**config.mk**
```make
export PLATFORM = sky130hd
export DESIGN_NAME = gpt_timer_set
export DESIGN_NICKNAME = d
export VERILOG_FILES = /design/src/logic/gpt_pkg.sv /design/src/logic/gpt_timer_set.sv
export VERILOG_INCLUDE_DIRS = /design/src /design/src/logic
export SDC_FILE = /design/constraint.sdc
export NUM_CORES = 1
export LEC_CHECK = 0
export ABC_AREA = 1
export ABC_CLOCK_PERIOD_IN_PS = 2400
export BUFFER_PORTS_ARGS = -buffer_cell sky130_fd_sc_hd__buf_2
export CORE_MARGIN = 4
export CORE_UTILIZATION = 54
export DETAILED_ROUTE_END_ITERATION = 12
export PLACE_DENSITY = 0.81
export SLEW_MARGIN = 0
export SYNTH_ARGS = -nofsm -noshare
export SYNTH_HDL_FRONTEND = slang
export SYNTH_SLANG_ARGS = --single-unit
export TNS_END_PERCENT = 5
```
**constraint.sdc**
```tcl
create_clock -name pclk -period 2.4 [get_ports pclk]
set_input_delay 0.24 -clock pclk [delete_from_list [all_inputs] [get_ports pclk]]
set_output_delay 0.24 -clock pclk [all_outputs]
set_load 0.01 [all_outputs]
```
**src/logic/gpt_defines.svh**
```systemverilog
// Purpose: offsets, field positions and reset values of the timer set
// Assumes: apb byte addresses, one 32-bit word per register
// Notes: control fields are shared by all three control registers
`ifndef GPT_DEFINES_SVH
`define GPT_DEFINES_SVH
`define GPT_OFF_A_CTRL 12'h000
`define GPT_OFF_B_CTRL 12'h004
`define GPT_OFF_C_CTRL 12'h008
`define GPT_OFF_A_CNT 12'h010
`define GPT_OFF_B_CNT 12'h014
`define GPT_OFF_C_CNT 12'h018
`define GPT_OFF_A_PER 12'h020
`define GPT_OFF_B_PER 12'h024
`define GPT_OFF_C_PER 12'h028
`define GPT_OFF_FLAGS 12'h030
`define GPT_BIT_RUN 15
`define GPT_BIT_IDLE 13
`define GPT_BIT_GATE 6
`define GPT_BIT_PS_HI 5
`define GPT_BIT_PS_LO 4
`define GPT_BIT_PAIR 3
`define GPT_BIT_SYNC 2
`define GPT_BIT_CS 1
`define GPT_A_CTRL_MASK 16'ha076
`define GPT_B_CTRL_MASK 16'ha07a
`define GPT_C_CTRL_MASK 16'ha072
`define GPT_CTRL_RST 16'h0000
`define GPT_PER_RST 16'hffff
`define GPT_PS_MAX 8'hff
`define GPT_PS_64 8'h3f
`define GPT_PS_8 8'h07
`endif

```
**src/logic/gpt_pkg.sv**
```systemverilog
// Purpose: types of the timer set
// Assumes: gpt_defines.svh holds all numbers
// Notes: one packed struct carries all module state
package gpt_pkg;
  typedef struct packed {
    logic run;
    logic idle_stop;
    logic gate_accumulate_enable;
    logic [1:0] prescale_select;
    logic pair_wide_mode;
    logic ext_clock_sync_select;
    logic clock_source_select;
  } gpt_ctrl_t;
  typedef struct packed {
    gpt_ctrl_t [2:0] ctrl;
    logic [2:0][15:0] cnt;
    logic [2:0][15:0] per;
    logic [2:0][7:0] psc;
    logic [2:0] pin_q;
    logic [2:0] gate_q;
    logic [2:0] flag;
    logic a_sync1;
    logic a_sync2;
    logic a_sync3;
    logic [31:0] prdata;
  } gpt_state_t;
  typedef struct packed {
    logic [15:0] timer_b;
    logic [15:0] timer_c;
    logic pair;
  } gpt_tbase_t;
endpackage

```
**src/logic/gpt_timer_set.sv**
```systemverilog
// Purpose: three general purpose timers (a, b, c) behind an apb slave
// Assumes: pins are synchronous to pclk; idle_mode comes from power control
// Notes: timer b/c join into one 32-bit timer when b's pair bit is set
//   timer a sync mode adds about three cycles of latency to each count
//   gate pins are registered once, so their edges are seen a cycle late; clock pin edges count in the cycle they arrive
//   a flag that hardware sets in the cycle software clears it stays set
// Behaviour
// - timer a run bit starts, stops it
// - idle stop bit halts timer in idle
// - gate enable ignored on external clock
// - prescale 1:1, 1:8, 1:64, 1:256
// - timer a sync bit synchronises external clock
// - timer a source: pin edges or pclk
// - count writes ignored in sync counter
// - b and c form 32-bit or two 16-bit
// - b, c separately lack asynchronous counter
// - b low word, c high word
// - c control ignored in pair mode
// - pair interrupt raised on c flag
// - pair interrupt on 32-bit period match
// - pair bit joins b and c
// - b run bit controls whole pair
// - b, c source: own pin or pclk
// - pair may keep running in idle
// - b, c counts feed capture/compare
// - event trigger only from the pair
// - timer modes pclk, counter modes pin
// - timer a sync after the prescaler
`include "gpt_defines.svh"
`timescale 1ns/1ps
`default_nettype none
module gpt_timer_set
  import gpt_pkg::*;
(
  input wire logic pclk,
  input wire logic presetn,
  input wire logic psel,
  input wire logic penable,
  input wire logic pwrite,
  input wire logic [11:0] paddr,
  input wire logic [31:0] pwdata,
  output logic [31:0] prdata,
  output logic pready,
  output logic pslverr,
  input wire logic idle_mode,
  input wire logic timer_a_ext_clock_pin,
  input wire logic timer_b_ext_clock_pin,
  input wire logic timer_c_ext_clock_pin,
  input wire logic [2:0] gate_pin,
  output logic [2:0] timer_irq,
  output logic pair_event_trigger,
  output gpt_tbase_t time_base
);

  gpt_state_t s_ff;
  gpt_state_t nxt_s;

  // prescale terminal count for a select code
  // the prescaler counts source ticks from zero up to this value and wraps,
  // so a code gives one timer tick per top plus one source ticks; comparing
  // with >= lets a smaller code take effect even mid-count
  function automatic logic [7:0] ps_top(input logic [1:0] sel);
    case (sel)
      2'h3: ps_top = `GPT_PS_MAX;
      2'h2: ps_top = `GPT_PS_64;
      2'h1: ps_top = `GPT_PS_8;
      default: ps_top = 8'h00;
    endcase
  endfunction

  // register word of a control struct
  // unimplemented bit positions stay zero, so they read back as zero
  function automatic logic [15:0] ctrl_word(input gpt_ctrl_t c);
    logic [15:0] w;
    w = 16'h0000;
    w[`GPT_BIT_RUN] = c.run;
    w[`GPT_BIT_IDLE] = c.idle_stop;
    w[`GPT_BIT_GATE] = c.gate_accumulate_enable;
    w[`GPT_BIT_PS_HI:`GPT_BIT_PS_LO] = c.prescale_select;
    w[`GPT_BIT_PAIR] = c.pair_wide_mode;
    w[`GPT_BIT_SYNC] = c.ext_clock_sync_select;
    w[`GPT_BIT_CS] = c.clock_source_select;
    ctrl_word = w;
  endfunction

  // control struct from a written word, unimplemented bits dropped
  // the mask keeps bits that a register lacks (pair on a and c, sync on b and c) at zero
  function automatic gpt_ctrl_t ctrl_from(input logic [15:0] w, input logic [15:0] m);
    logic [15:0] v;
    gpt_ctrl_t c;
    v = w & m;
    c.run = v[`GPT_BIT_RUN];
    c.idle_stop = v[`GPT_BIT_IDLE];
    c.gate_accumulate_enable = v[`GPT_BIT_GATE];
    c.prescale_select = v[`GPT_BIT_PS_HI:`GPT_BIT_PS_LO];
    c.pair_wide_mode = v[`GPT_BIT_PAIR];
    c.ext_clock_sync_select = v[`GPT_BIT_SYNC];
    c.clock_source_select = v[`GPT_BIT_CS];
    ctrl_from = c;
  endfunction

  ////////////////////////////////////////////////////////////////////////////
  // effective configuration per timer
  logic pair;
  gpt_ctrl_t eff [3];
  // per-timer tick terms
  logic [2:0] pin_now;
  logic [2:0] pin_rise;
  logic [2:0] src_tick;
  logic [2:0] run_ok;
  logic [2:0] psc_wrap;
  logic [2:0] inc;
  logic [2:0] match16;

  // timer a external clock path
  logic a_ext_sync;
  logic a_sync_rise;
  logic sync_count_a;

  // bus strobes
  logic wr_en;
  logic rd_en;

  // 32-bit view of the b/c pair
  logic [31:0] pair_cnt;
  logic [31:0] pair_per;
  logic pair_match;

  // pair bit joins b and c
  assign pair = s_ff.ctrl[1].pair_wide_mode;
  // in pair mode timer c runs entirely from b's control word
  // c uses b control in pair mode
  assign eff[0] = s_ff.ctrl[0];
  assign eff[1] = s_ff.ctrl[1];
  assign eff[2] = pair ? s_ff.ctrl[1] : s_ff.ctrl[2];
  // c clock and gate taken from b in pair mode
  assign pin_now = {pair ? timer_b_ext_clock_pin : timer_c_ext_clock_pin,
                    timer_b_ext_clock_pin, timer_a_ext_clock_pin};
  assign a_ext_sync = eff[0].clock_source_select & eff[0].ext_clock_sync_select;
  // synchronous counter mode locks count writes
  assign sync_count_a = a_ext_sync & eff[0].run;
  assign wr_en = psel & penable & pwrite;
  assign rd_en = psel & ~penable & ~pwrite;
  // b low word, c high word
  assign pair_cnt = {s_ff.cnt[2], s_ff.cnt[1]};
  assign pair_per = {s_ff.per[2], s_ff.per[1]};
  assign pair_match = pair_cnt == pair_per;

  // the third stage only remembers the last synchronised level
  // edge of the synchronised prescaler output for timer a
  assign a_sync_rise = s_ff.a_sync2 & ~s_ff.a_sync3;

  ////////////////////////////////////////////////////////////////////////////
  // per-timer tick logic
  // clock pins are compared live against last cycle's sample, so a rising edge is
  // counted in the cycle it reaches the pin; a pin pulse must stay high
  // for at least one clock to be seen
  genvar gi;
  generate
    for (gi = 0; gi < 3; gi++) begin : g_tmr
      logic gate_sel;
      // rising edge against last cycle's pin sample
      assign pin_rise[gi] = pin_now[gi] & ~s_ff.pin_q[gi];
      // b, c own pin or pclk
      // timer modes on pclk, counters on pin
      assign src_tick[gi] = eff[gi].clock_source_select ? pin_rise[gi] : 1'b1;
      assign gate_sel = eff[gi].gate_accumulate_enable & ~eff[gi].clock_source_select;
      // run bit, b run drives pair
      // idle stop halts, runs in idle when clear
      // gated mode counts only while gate high
      assign run_ok[gi] = eff[gi].run & ~(eff[gi].idle_stop & idle_mode) &
                          (~gate_sel | s_ff.gate_q[gi]);
      assign psc_wrap[gi] = s_ff.psc[gi] >= ps_top(eff[gi].prescale_select);
      // 16-bit compare against the period register
      assign match16[gi] = s_ff.cnt[gi] == s_ff.per[gi];
    end
  endgenerate

  // b and c tick from their own run bits only while separate; in pair mode
  // c advances solely on the carry out of b, and never on the matching tick,
  // because that tick clears both halves
  // timer a synchronised counter ticks on synced prescaler output
  // only timer a has the asynchronous path; b, c always pclk based
  assign inc[0] = run_ok[0] & (a_ext_sync ? a_sync_rise : (src_tick[0] & psc_wrap[0]));
  assign inc[1] = run_ok[1] & src_tick[1] & psc_wrap[1];
  assign inc[2] = pair ? inc[1] & (s_ff.cnt[1] == 16'hffff) & ~pair_match
                       : run_ok[2] & src_tick[2] & psc_wrap[2];

  // flags are sticky until software clears them
  // pair interrupt leaves b flag quiet
  assign timer_irq = s_ff.flag;
  // event trigger only in pair mode
  assign pair_event_trigger = pair & s_ff.flag[2];
  assign time_base = '{timer_b: s_ff.cnt[1], timer_c: s_ff.cnt[2], pair: pair};
  // every register answers in its first access cycle, so there are no wait
  // states and no error responses; unmapped offsets simply read as zero
  assign prdata = s_ff.prdata;
  assign pready = 1'b1;
  assign pslverr = 1'b0;

  ////////////////////////////////////////////////////////////////////////////
  // next state; later sections override earlier ones, so a bus write to a
  // count or period wins over a timer tick in the same cycle
  always_comb begin
    logic [2:0] flag_set;
    flag_set = 3'h0;
    nxt_s = s_ff;
    // pin and gate samples for edge detection and gating
    nxt_s.pin_q = pin_now;
    nxt_s.gate_q = {pair ? gate_pin[1] : gate_pin[2], gate_pin[1:0]};
    // prescaler output toggles into a two-stage synchroniser
    nxt_s.a_sync1 = s_ff.psc[0] == 8'h00 && s_ff.pin_q[0];
    nxt_s.a_sync2 = s_ff.a_sync1;
    nxt_s.a_sync3 = s_ff.a_sync2;

    // prescalers advance on every source tick while running
    // a stopped timer restarts its prescaler from zero
    for (int i = 0; i < 3; i++) begin
      if (run_ok[i] && src_tick[i]) begin
        nxt_s.psc[i] = psc_wrap[i] ? 8'h00 : 8'(s_ff.psc[i] + 8'h01);
      end
      if (!eff[i].run) begin
        nxt_s.psc[i] = 8'h00;
      end
    end

    // 16-bit counting for a, and for b, c when separate
    for (int i = 0; i < 3; i++) begin
      if (inc[i] && !(pair && i != 0)) begin
        // match zeroes count and sets flag
        if (match16[i]) begin
          nxt_s.cnt[i] = 16'h0000;
          nxt_s.flag[i] = 1'b1;
          flag_set[i] = 1'b1;
        end else begin
          nxt_s.cnt[i] = 16'(s_ff.cnt[i] + 16'h0001);
        end
      end
    end

    // 32-bit pair counting
    // the pair compares on each b tick, so it wraps exactly at the pair period
    if (pair && inc[1]) begin
      if (pair_match) begin
        nxt_s.cnt[1] = 16'h0000;
        nxt_s.cnt[2] = 16'h0000;
        nxt_s.flag[2] = 1'b1;
        flag_set[2] = 1'b1;
      end else begin
        nxt_s.cnt[1] = 16'(s_ff.cnt[1] + 16'h0001);
        // c follows the carry out of b
        if (inc[2]) begin
          nxt_s.cnt[2] = 16'(s_ff.cnt[2] + 16'h0001);
        end
      end
    end

    // register writes; flag clears lose to a same-cycle set, also when the
    // flag was already set and sets again while software clears it
    if (wr_en) begin
      // control words keep only implemented bits
      if (paddr == `GPT_OFF_A_CTRL) begin
        nxt_s.ctrl[0] = ctrl_from(pwdata[15:0], `GPT_A_CTRL_MASK);
      end else if (paddr == `GPT_OFF_B_CTRL) begin
        nxt_s.ctrl[1] = ctrl_from(pwdata[15:0], `GPT_B_CTRL_MASK);
      end else if (paddr == `GPT_OFF_C_CTRL) begin
        nxt_s.ctrl[2] = ctrl_from(pwdata[15:0], `GPT_C_CTRL_MASK);
      end else if (paddr == `GPT_OFF_A_CNT) begin
        // write ignored in sync counter mode
        if (!sync_count_a) begin
          nxt_s.cnt[0] = pwdata[15:0];
        end
      end else if (paddr == `GPT_OFF_B_CNT) begin
        nxt_s.cnt[1] = pwdata[15:0];
      end else if (paddr == `GPT_OFF_C_CNT) begin
        nxt_s.cnt[2] = pwdata[15:0];
      end else if (paddr == `GPT_OFF_A_PER) begin
        // a new period is used from the next compare
        nxt_s.per[0] = pwdata[15:0];
      end else if (paddr == `GPT_OFF_B_PER) begin
        nxt_s.per[1] = pwdata[15:0];
      end else if (paddr == `GPT_OFF_C_PER) begin
        nxt_s.per[2] = pwdata[15:0];
      end else if (paddr == `GPT_OFF_FLAGS) begin
        // write one to clear, hardware set wins
        nxt_s.flag = (s_ff.flag & ~pwdata[2:0]) | flag_set;
      end
    end

    // read data captured in setup phase, stable through access
    // capturing early keeps prdata on a flip-flop and steady in the access
    // phase even though the counts move every cycle
    if (rd_en) begin
      if (paddr == `GPT_OFF_A_CTRL) begin
        nxt_s.prdata = {16'h0000, ctrl_word(s_ff.ctrl[0])};
      end else if (paddr == `GPT_OFF_B_CTRL) begin
        nxt_s.prdata = {16'h0000, ctrl_word(s_ff.ctrl[1])};
      end else if (paddr == `GPT_OFF_C_CTRL) begin
        nxt_s.prdata = {16'h0000, ctrl_word(s_ff.ctrl[2])};
      end else if (paddr == `GPT_OFF_A_CNT) begin
        nxt_s.prdata = {16'h0000, s_ff.cnt[0]};
      end else if (paddr == `GPT_OFF_B_CNT) begin
        nxt_s.prdata = {16'h0000, s_ff.cnt[1]};
      end else if (paddr == `GPT_OFF_C_CNT) begin
        nxt_s.prdata = {16'h0000, s_ff.cnt[2]};
      end else if (paddr == `GPT_OFF_A_PER) begin
        nxt_s.prdata = {16'h0000, s_ff.per[0]};
      end else if (paddr == `GPT_OFF_B_PER) begin
        nxt_s.prdata = {16'h0000, s_ff.per[1]};
      end else if (paddr == `GPT_OFF_C_PER) begin
        nxt_s.prdata = {16'h0000, s_ff.per[2]};
      end else if (paddr == `GPT_OFF_FLAGS) begin
        nxt_s.prdata = {29'h0, s_ff.flag};
      end else begin
        // unmapped offsets read as zero
        nxt_s.prdata = 32'h0000_0000;
      end
    end
  end

  ////////////////////////////////////////////////////////////////////////////
  // state register; periods reset to all ones so a fresh timer runs the
  // full 16-bit range before its first match
  always_ff @(posedge pclk or negedge presetn) begin
    if (!presetn) begin
      s_ff <= '0;
      s_ff.per <= {3{`GPT_PER_RST}};
    end else begin
      s_ff <= nxt_s;
    end
  end

endmodule
`default_nettype wire

```
Word level (Yosys, flattened, before mapping):

Cells that the tools add are included.
Widths: inputs -> output; s select.

* mux-type cells: 84
* reductions and logical operators: 16
* $lt $le $gt $ge: 3
* bitwise gates (word level): 61
* $add $sub $neg: 6
* eq/ne operators: 26

Operator list (count)
* $mux 16: 25
* $mux 96: 4
* $mux 48: 3
* $mux 32: 4
* $mux 8: 10
* $pmux 8 s3: 3
* $add 16x1->16 const B: 3
* $eq 12x6->1 const B: 4
* $eq 16x16->1: 3
* $eq 12x5->1 const B: 3
* $mux 3: 12
* $eq 32x32->1: 1
* $and 1x1->1: 31
* $add 8x1->8 const B: 3
* $ge 8x8->1: 3
* $not 1->1: 24
* $mux 1: 23
* $eq 16x16->1 const B: 1
* $eq 12x3->1 const B: 1
* $eq 12x4->1 const B: 1
* $eq 2x2->1 const B: 6
* $logic_not 12->1: 1
* $reduce_and 10->1: 1
* $reduce_and 9->1: 1
* other kinds (13): 25

* register bits: 184
* output and inout port bits: 71

Longest topological paths before layout:

Gate-level depths: netlist of the first run.

* depth in word-level cells: 26
* depth in mapped cells: 21
* mapped depth without buffers: 21

Worst setup path before layout of the first run:

OpenSTA, ideal clock, no wires.

* path kind: register -> register
* from: register s_ff (netlist bit pair)
* to: register s_ff (netlist bit time_base[1])
* path slack: -125 ps
* arrival time: 2401 ps
* cell stages (with the launch flop): 18
* data required time: 2276 ps
* clock period less this slack: 2525 ps
* cells stage by stage: dfrtp_1 buf_6 nand2_1 o21ai_1 or2_2 ha_1 nand2_1 nor2_1 a211oi_1 nand2_1 nand2_1 buf_6 buf_6 nand2_1 o21ai_0 nand2_1 o211ai_1 nand2_1

RTL lines
* from (decl): RTL line gpt_timer_set.sv:55 `gpt_state_t s_ff;`
* from (signal assigned): RTL line gpt_timer_set.sv:329 `s_ff <= nxt_s;`

==> results.md, run 1 <==
* Global-route wire length before repair at 57.8 mm
* Final ANT Viol Nets at 0
* CP Launch Point: eff[12]
* DRT iter0 DRCs at roughly 1300
* Worst relative slew slack at about half
* Routed WL per cell at 19.4 um
* Post-synth EDFFs at 0
* Reg clk slew, reported paths at approximately 0.07 ns
* Reg2reg setup slack at -0.05 ns
* Final #Nets at ~1700
* Synth Flop Type: dfrtp_1
* Failing checks: negative setup slack
* Area after DPL at between 0.01 and 0.015 mm^2
* Status: finished with violations
* Fmax at about 0.41 GHz
* Largest net degree at the start of global routing at 52
* Leak at roughly 6.2 nW
* Clk sinks at between 150 and 200
* Remaining Overflow, GRT at 0
* Max-Cap Viols at 0
* R2R Path End: time_base[6]
* Post-synthesis cell count at 1552
* Placer Congestion at approximately 1
* PwrDens at ~470 mW/mm^2
* Post-synth top area cell: dfrtp_1
* Pre-CTS setup slack at -0.139 ns
* Post-DP HPWL at 27.9 mm
* Setup violators final at 7
* Fin crit share at 102%
* Total Routing Usage GR at between 30% and 40%
* Share of layout cells above drive strength 1 at 20.1%
* Critical Path Fanout Max at 7
* Combinational Power Share at around 7%
* Post-synthesis sequential area ratio at around 38%
* DR pass1 iterations at 6
* Max-slew violation count at 0
* Clk pwr share at 45.7%
* Maximum vdd drop at about 0.4 mV
* Vias post-DR at approximately 11000
* Tmin final at between 2 and 2.5 ns
* Avg Inst Size Synth at approximately 7.3 um^2
* Initial antenna violation count at 0
* Num CTS Buffers at 17
* GR Layer Usage met3 at 6.64%
* Worst EP arrival at 2.74 ns
* Sw Share at between 20 and 30%
* WS Path Type: reg2reg
* Netlist cell types at between 40 and 50
* Starting Density at 55.5%
* Met2 GRT Util at ~50%
* R2r worst-path depth at 16
* Top cell type's share of synthesized area at 26.5%
* Yosys warns at 0
* Final worst slack at -0.0463 ns
* I/O pins at 127
* Vias in the first global route at between 10000 and 15000
* Most common cell in the netlist: nand2_1
* M1 GR Usage at a little over two fifths
* Core area at ~0.02 mm^2
* Site Rows at 52
* Worst Path Required at between 2 and 3 ns
* Slew @ Worst Pin at about 0.74 ns
* Most crowded layer after global routing: met2
* Vias per inst at roughly 5.8
* Flops & latches, synth at between 150 and 200
* Cell Area, Synth at 0.0113 mm^2
* Power Internal at roughly 4.4 mW
* Diodes inserted at 0
* Area growth syn-to-layout at 14.7%
* Synth area leaders: dfrtp_1 (27%), nand2_1 (12%), dfstp_2 (11%)
* Max Root-Sink Buffers at 2
* CTS tree: built
* Wirelength, routed at roughly 38 mm
* Post-synth ARST share at between 90% and 100%
* Fin util at about 64%
* Clk_lat worst skew at ~0.45 ns
* Clock skew at roughly 0.013 ns
* H-tree levels at 4
* PortBufs at 92
* Reg-to-reg startpoint: eff[12]
* Top post-synthesis cells by count: nand2_1 (363), inv_1 (192), dfrtp_1 (120), o21ai_0 (120), nor2_1 (110)
* Die X at between 150 and 200 um
* CP Capture Point: time_base[6]
* Endpoints failing hold at 0
* Hold WC Path Type: in2reg
* Post-route DRC at 0
* Die Ht at between 150 and 200 um
* Root Driver: clkbuf_16
* RSZ-0062 raised after global routing: true
* Startpoint types: flip-flop
* Psw at around 1.6 mW
* Design area at roughly 0.013 mm^2
* Seq pwr share at 47.5%
* Crit. End Element: flip-flop
* Die Area at between 0.02 and 0.025 mm^2
==> layer usage <==
metal | share of wire [%] | up-vias
li1 | - | 5214
met1 | 40 | 5230
met2 | 46 | 626
met3 | 10 | 101
met4 | 3.7 | 0
met5 | 0 | -
==> stage by stage <==
step                total power, mW  instances  hold WS (ns)  setup TNS [ns]
CTS                            6.06       1923       0.00702               0
finish                         6.06       1932        0.0150          -0.120
global placement               3.31       1885         0.213          -0.276
floorplan                      3.13       1568       -0.0556               0
global route                   6.25       1932        0.0313           -2.47
detailed placement             3.32       1885         0.217           -1.45
==> what timing repair did <==
| action | in CTS | in global routing |
|---|---|---|
| endpoints found under the setup margin | 37 | 48 |
| cloned | 0 | 2 |
| setup buffers | 0 | 7 |
| pin swaps | 0 | 16 |
| gates resized for setup | 11 | 47 |
| hold endpoints to repair | 36 | 0 |
| hold buffers | 6 | 0 |
==> area by class of cell <==
class | instances | area [um^2]
clock buffers | 18 | 429
clock inverters | 14 | 138
fillers | 1771 | 7440
inverters | 208 | 781
multi-input cells | 1071 | 5760
flip-flops and latches | 168 | 4270
well taps | 270 | 338
repair buffers | 183 | 1280
==> registers in the layout, summed over array words and instances (netlist names) <==
name	cells
s_ff	69
prdata	16
pair_per	32
timer_irq	3
pair	1
time_base	32
eff	13
nxt_s	2
==> worst min-delay path by stage <==
stage	start	endpoint	slack, ns	depth (start not counted)
after floorplan	presetn	eff[11]	-0.06	0
after global routing	pwdata[0]	time_base[1]	0.03	3
after global placement	presetn	s_ff[56]	0.21	1
after CTS	pwdata[0]	time_base[1]	0.007	3
final	pwdata[0]	time_base[1]	0.01	3
after detailed placement	presetn	s_ff[56]	0.22	1
==> layout by cell type, fill, tap and decap left out, drive strengths merged, types with 42 or more instances in the layout <==
cell,netlist,routed
xor2,42,42
nand3,95,95
buf,94,175
nor2,119,119
inv,207,214
o21ai,139,139
nand2,365,365
a21oi,77,77
dfrtp,120,120
dfstp,48,48
==> kinds of logic after synthesis <==
group,share of synthesized area (%)
adder cells (fa/ha/maj),3.20
flip-flops,37.6
buffers and inverters,13.8
AO/OA/AOI/OAI,15.1
XOR/XNOR,4.95
other,0.0663
AND/OR/NAND/NOR,25.2
==> power groups by stage <==
stage | Sequential [mW] | Clock [mW] | Combinational (mW)
6_report | 2.88 | 2.77 | 0.415
5_1_grt | 2.88 | 2.91 | 0.452
4_1_cts | 2.88 | 2.78 | 0.403
3_5_place_dp | 2.93 | 0 | 0.390
3_3_place_gp | 2.93 | 0 | 0.382
2_1_floorplan | 2.92 | 0 | 0.211
==> critical path: stages, from the launching register on <==
cell and delay [ns]:
dfrtp_1 0.41, inv_2 0.08, nand2_1 0.07, o21ai_2 0.07
buf_4 0.15, ha_1 0.31, a21oi_2 0.13, nor2_1 0.06
a211oi_2 0.26, nand2_2 0.12, nand2_4 0.13, clkbuf_16 0.17
nand2_1 0.05, o21ai_0 0.06, nand2_1 0.07, nand3_1 0.06
o21ai_0 0.09
Power figures use the tool's default switching activity.
==> inputs of run 2 (changes only) <==
--- a/config.mk
+++ b/config.mk
@@ -13,6 +13,7 @@
 export CORE_UTILIZATION = 54
 export DETAILED_ROUTE_END_ITERATION = 12
 export PLACE_DENSITY = 0.81
+export RECOVER_POWER = 25
 export SLEW_MARGIN = 0
 export SYNTH_ARGS = -nofsm -noshare
 export SYNTH_HDL_FRONTEND = slang
==> run 2 against run 1 <==
Compared with the run above:
- the run still ends with negative setup slack left
- count of clock-buffer cells in the layout stayed put
- global-route usage stayed put
- critical path depth stayed put
- first-iteration DRC count is 2.2% lower
- power hardly changed
- cell count stayed put
- critical endpoint unchanged
- largest cell class unchanged
- die area stayed put
- fmax is 0.12% lower
- highest routed layer unchanged
- non-clock buffer count stayed put
- critical path type unchanged
- clock skew is 0.00065 ns lower
==> results.md, run 2 (synthesis results as in run 1) <==
* Die Ht at 153 um
* RSZ-0062 raised after global routing: true
* CTS tree: built
* Die X at 153 um
* Worst Path Required at roughly 2.7 ns
* Diodes inserted at 0
* Leak at about 6.2 nW
* Failing checks: negative setup slack
* Clock skew at about 0.013 ns
* Remaining Overflow, GRT at 0
* Combinational Power Share at under 10%
* Clk sinks at 168
* Share of layout cells above drive strength 1 at between 10% and 20%
* Seq pwr share at between 40% and 50%
* Vias post-DR at ~11000
* Max-slew violation count at 0
* Max reg flops at 69
* DRT iter0 DRCs at about 1300
* Area growth syn-to-layout at 14.4%
* H-tree levels at 4
* Power Internal at roughly 4.4 mW
* Slew @ Worst Pin at 1.32 ns
* Commonest non-fill, non-tap cell in the layout: nand2_1
* Endpoints failing hold at 0
* Area after DPL at 0.0121 mm^2
* Hold WC Path Type: in2reg
* Max-Cap Viols at 0
* Die Area at around 0.023 mm^2
* Clk_lat worst skew at 0.44 ns
* Post-route DRC at 0
* Wirelength, routed at 37.6 mm
* Routed WL per cell at just under 20 um
* Worst relative slew slack at 12.1%
* Maximum vdd drop at just under 0.4 mV
* Tmin final at 2.45 ns
* Clk pwr share at a little under half
* Psw at ~1.6 mW
* Post-DP HPWL at 27.9 mm
* Commonest non-fill, non-tap cells in the layout: nand2_1 (352), inv_1 (189), dfrtp_1 (119)
* Status: finished with violations
* Crit. End Element: flip-flop
* Site Rows at 52
* Sw Share at 27.0%
* Worst EP arrival at around 2.7 ns
* Largest Register: s_ff
* Final #Nets at between 1500 and 2000
* Setup violators final at 7
* Final ANT Viol Nets at 0
* Global-route wire length before repair at between 50 and 60 mm
* Initial antenna violation count at 0
* Startpoint types: flip-flop
* WS Path Type: reg2reg
* PortBufs at 92
* Placer Congestion at approximately 0.98
* Starting Density at a little under three fifths
* Fmax at slightly above 0.4 GHz
* Core area at just over 0.02 mm^2
* Filler Cells Inserted at 1778
* Num CTS Buffers at 17
* Reg clk slew, reported paths at roughly 0.07 ns
* Root Driver: clkbuf_16
* Design area at between 0.01 and 0.015 mm^2
* Largest net degree at the start of global routing at 52
* Vias in the first global route at 10474
* Fin crit share at 102%
* DR pass1 iterations at 6
* Hold_ws at roughly 0.016 ns
* Vias per inst at between 5 and 6
* Critical Path Fanout Max at 7
* Max Root-Sink Buffers at 2
* I/O pins at between 100 and 150
* PwrDens at approximately 470 mW/mm^2
* Final worst slack at -0.0493 ns
* Total Routing Usage GR at approximately 31%
run 2: final timing paths:
check,startpoint,endpoint,slack (ns),depth (start not counted)
max,eff[12],time_base[6],-0.05,16
min,pwdata[0],time_base[1],0.02,3
max reg2reg,eff[12],time_base[6],-0.05,16
min reg2reg,nxt_s[33],nxt_s[32],0.35,0
max in group asynchronous,presetn,time_base[19],0.53,3
min in group asynchronous,presetn,s_ff[56],0.63,2
run 2: routing by layer:
layer / part of all wire, % / global-route usage, % / vias to the layer above
met5: 0 / 0 / -
li1: - / - / 5213
met1: 41 / 42.4 / 5263
met2: 46 / 50.0 / 602
met4: 3.6 / 11.0 / 0
met3: 9.5 / 6.64 / 99
run 2: repair_timing:
item | CTS | global route
setup buffers | 0 | 7
pin swaps | 0 | 16
resized for setup | 11 | 47
cloned | 0 | 2
hold buffers | 6 | 0
endpoints found under the setup margin | 37 | 48
endpoints found under the hold margin | 36 | 0
run 2: stage by stage:
| stage | setup TNS, ns | worst slack (ns) | cells | utilization (%) | power [mW] |
|---|---|---|---|---|---|
| finish | -0.137 | -0.0493 | 1932 | 63.5 | 6.06 |
| global route | -2.47 | -0.129 | 1932 | 63.5 | 6.24 |
| CTS | 0 | 0.0157 | 1923 | 62.4 | 6.06 |
| detailed placement | -1.45 | -0.139 | 1885 | 59.1 | 3.32 |
| global placement | -0.276 | -0.107 | 1885 | 59.1 | 3.31 |
| floorplan | 0 | 0.0376 | 1568 | - | 3.13 |
run 2: power by group through the flow:
stage | Combinational [mW] | Clock [mW] | Sequential (mW)
2_1_floorplan | 0.211 | 0 | 2.92
6_report | 0.411 | 2.77 | 2.88
3_3_place_gp | 0.382 | 0 | 2.93
3_5_place_dp | 0.390 | 0 | 2.93
4_1_cts | 0.403 | 2.78 | 2.88
5_1_grt | 0.447 | 2.91 | 2.88
run 2: cell type report:
cell class,instances,area [um^2],share of cell area [%]
inverter,208,781,6.02
clock inverter,14,138,1.06
timing repair buffer,183,1250,9.64
clock buffer,18,429,3.31
tap,270,338,2.61
sequential,168,4270,32.9
multi-input combinational,1071,5760,44.5
run 2: critical path, stage by stage, from the launching register on:
cell       delay, ns
dfrtp_1         0.41
inv_2           0.08
nand2_1         0.07
o21ai_2         0.07
buf_4           0.15
ha_1            0.31
a21oi_2         0.13
nor2_1          0.06
a211oi_2        0.26
nand2_2         0.12
nand2_4         0.13
clkbuf_16       0.17
nand2_1         0.05
o21ai_0         0.06
nand2_1         0.07
nand3_1         0.06
o21ai_0         0.09
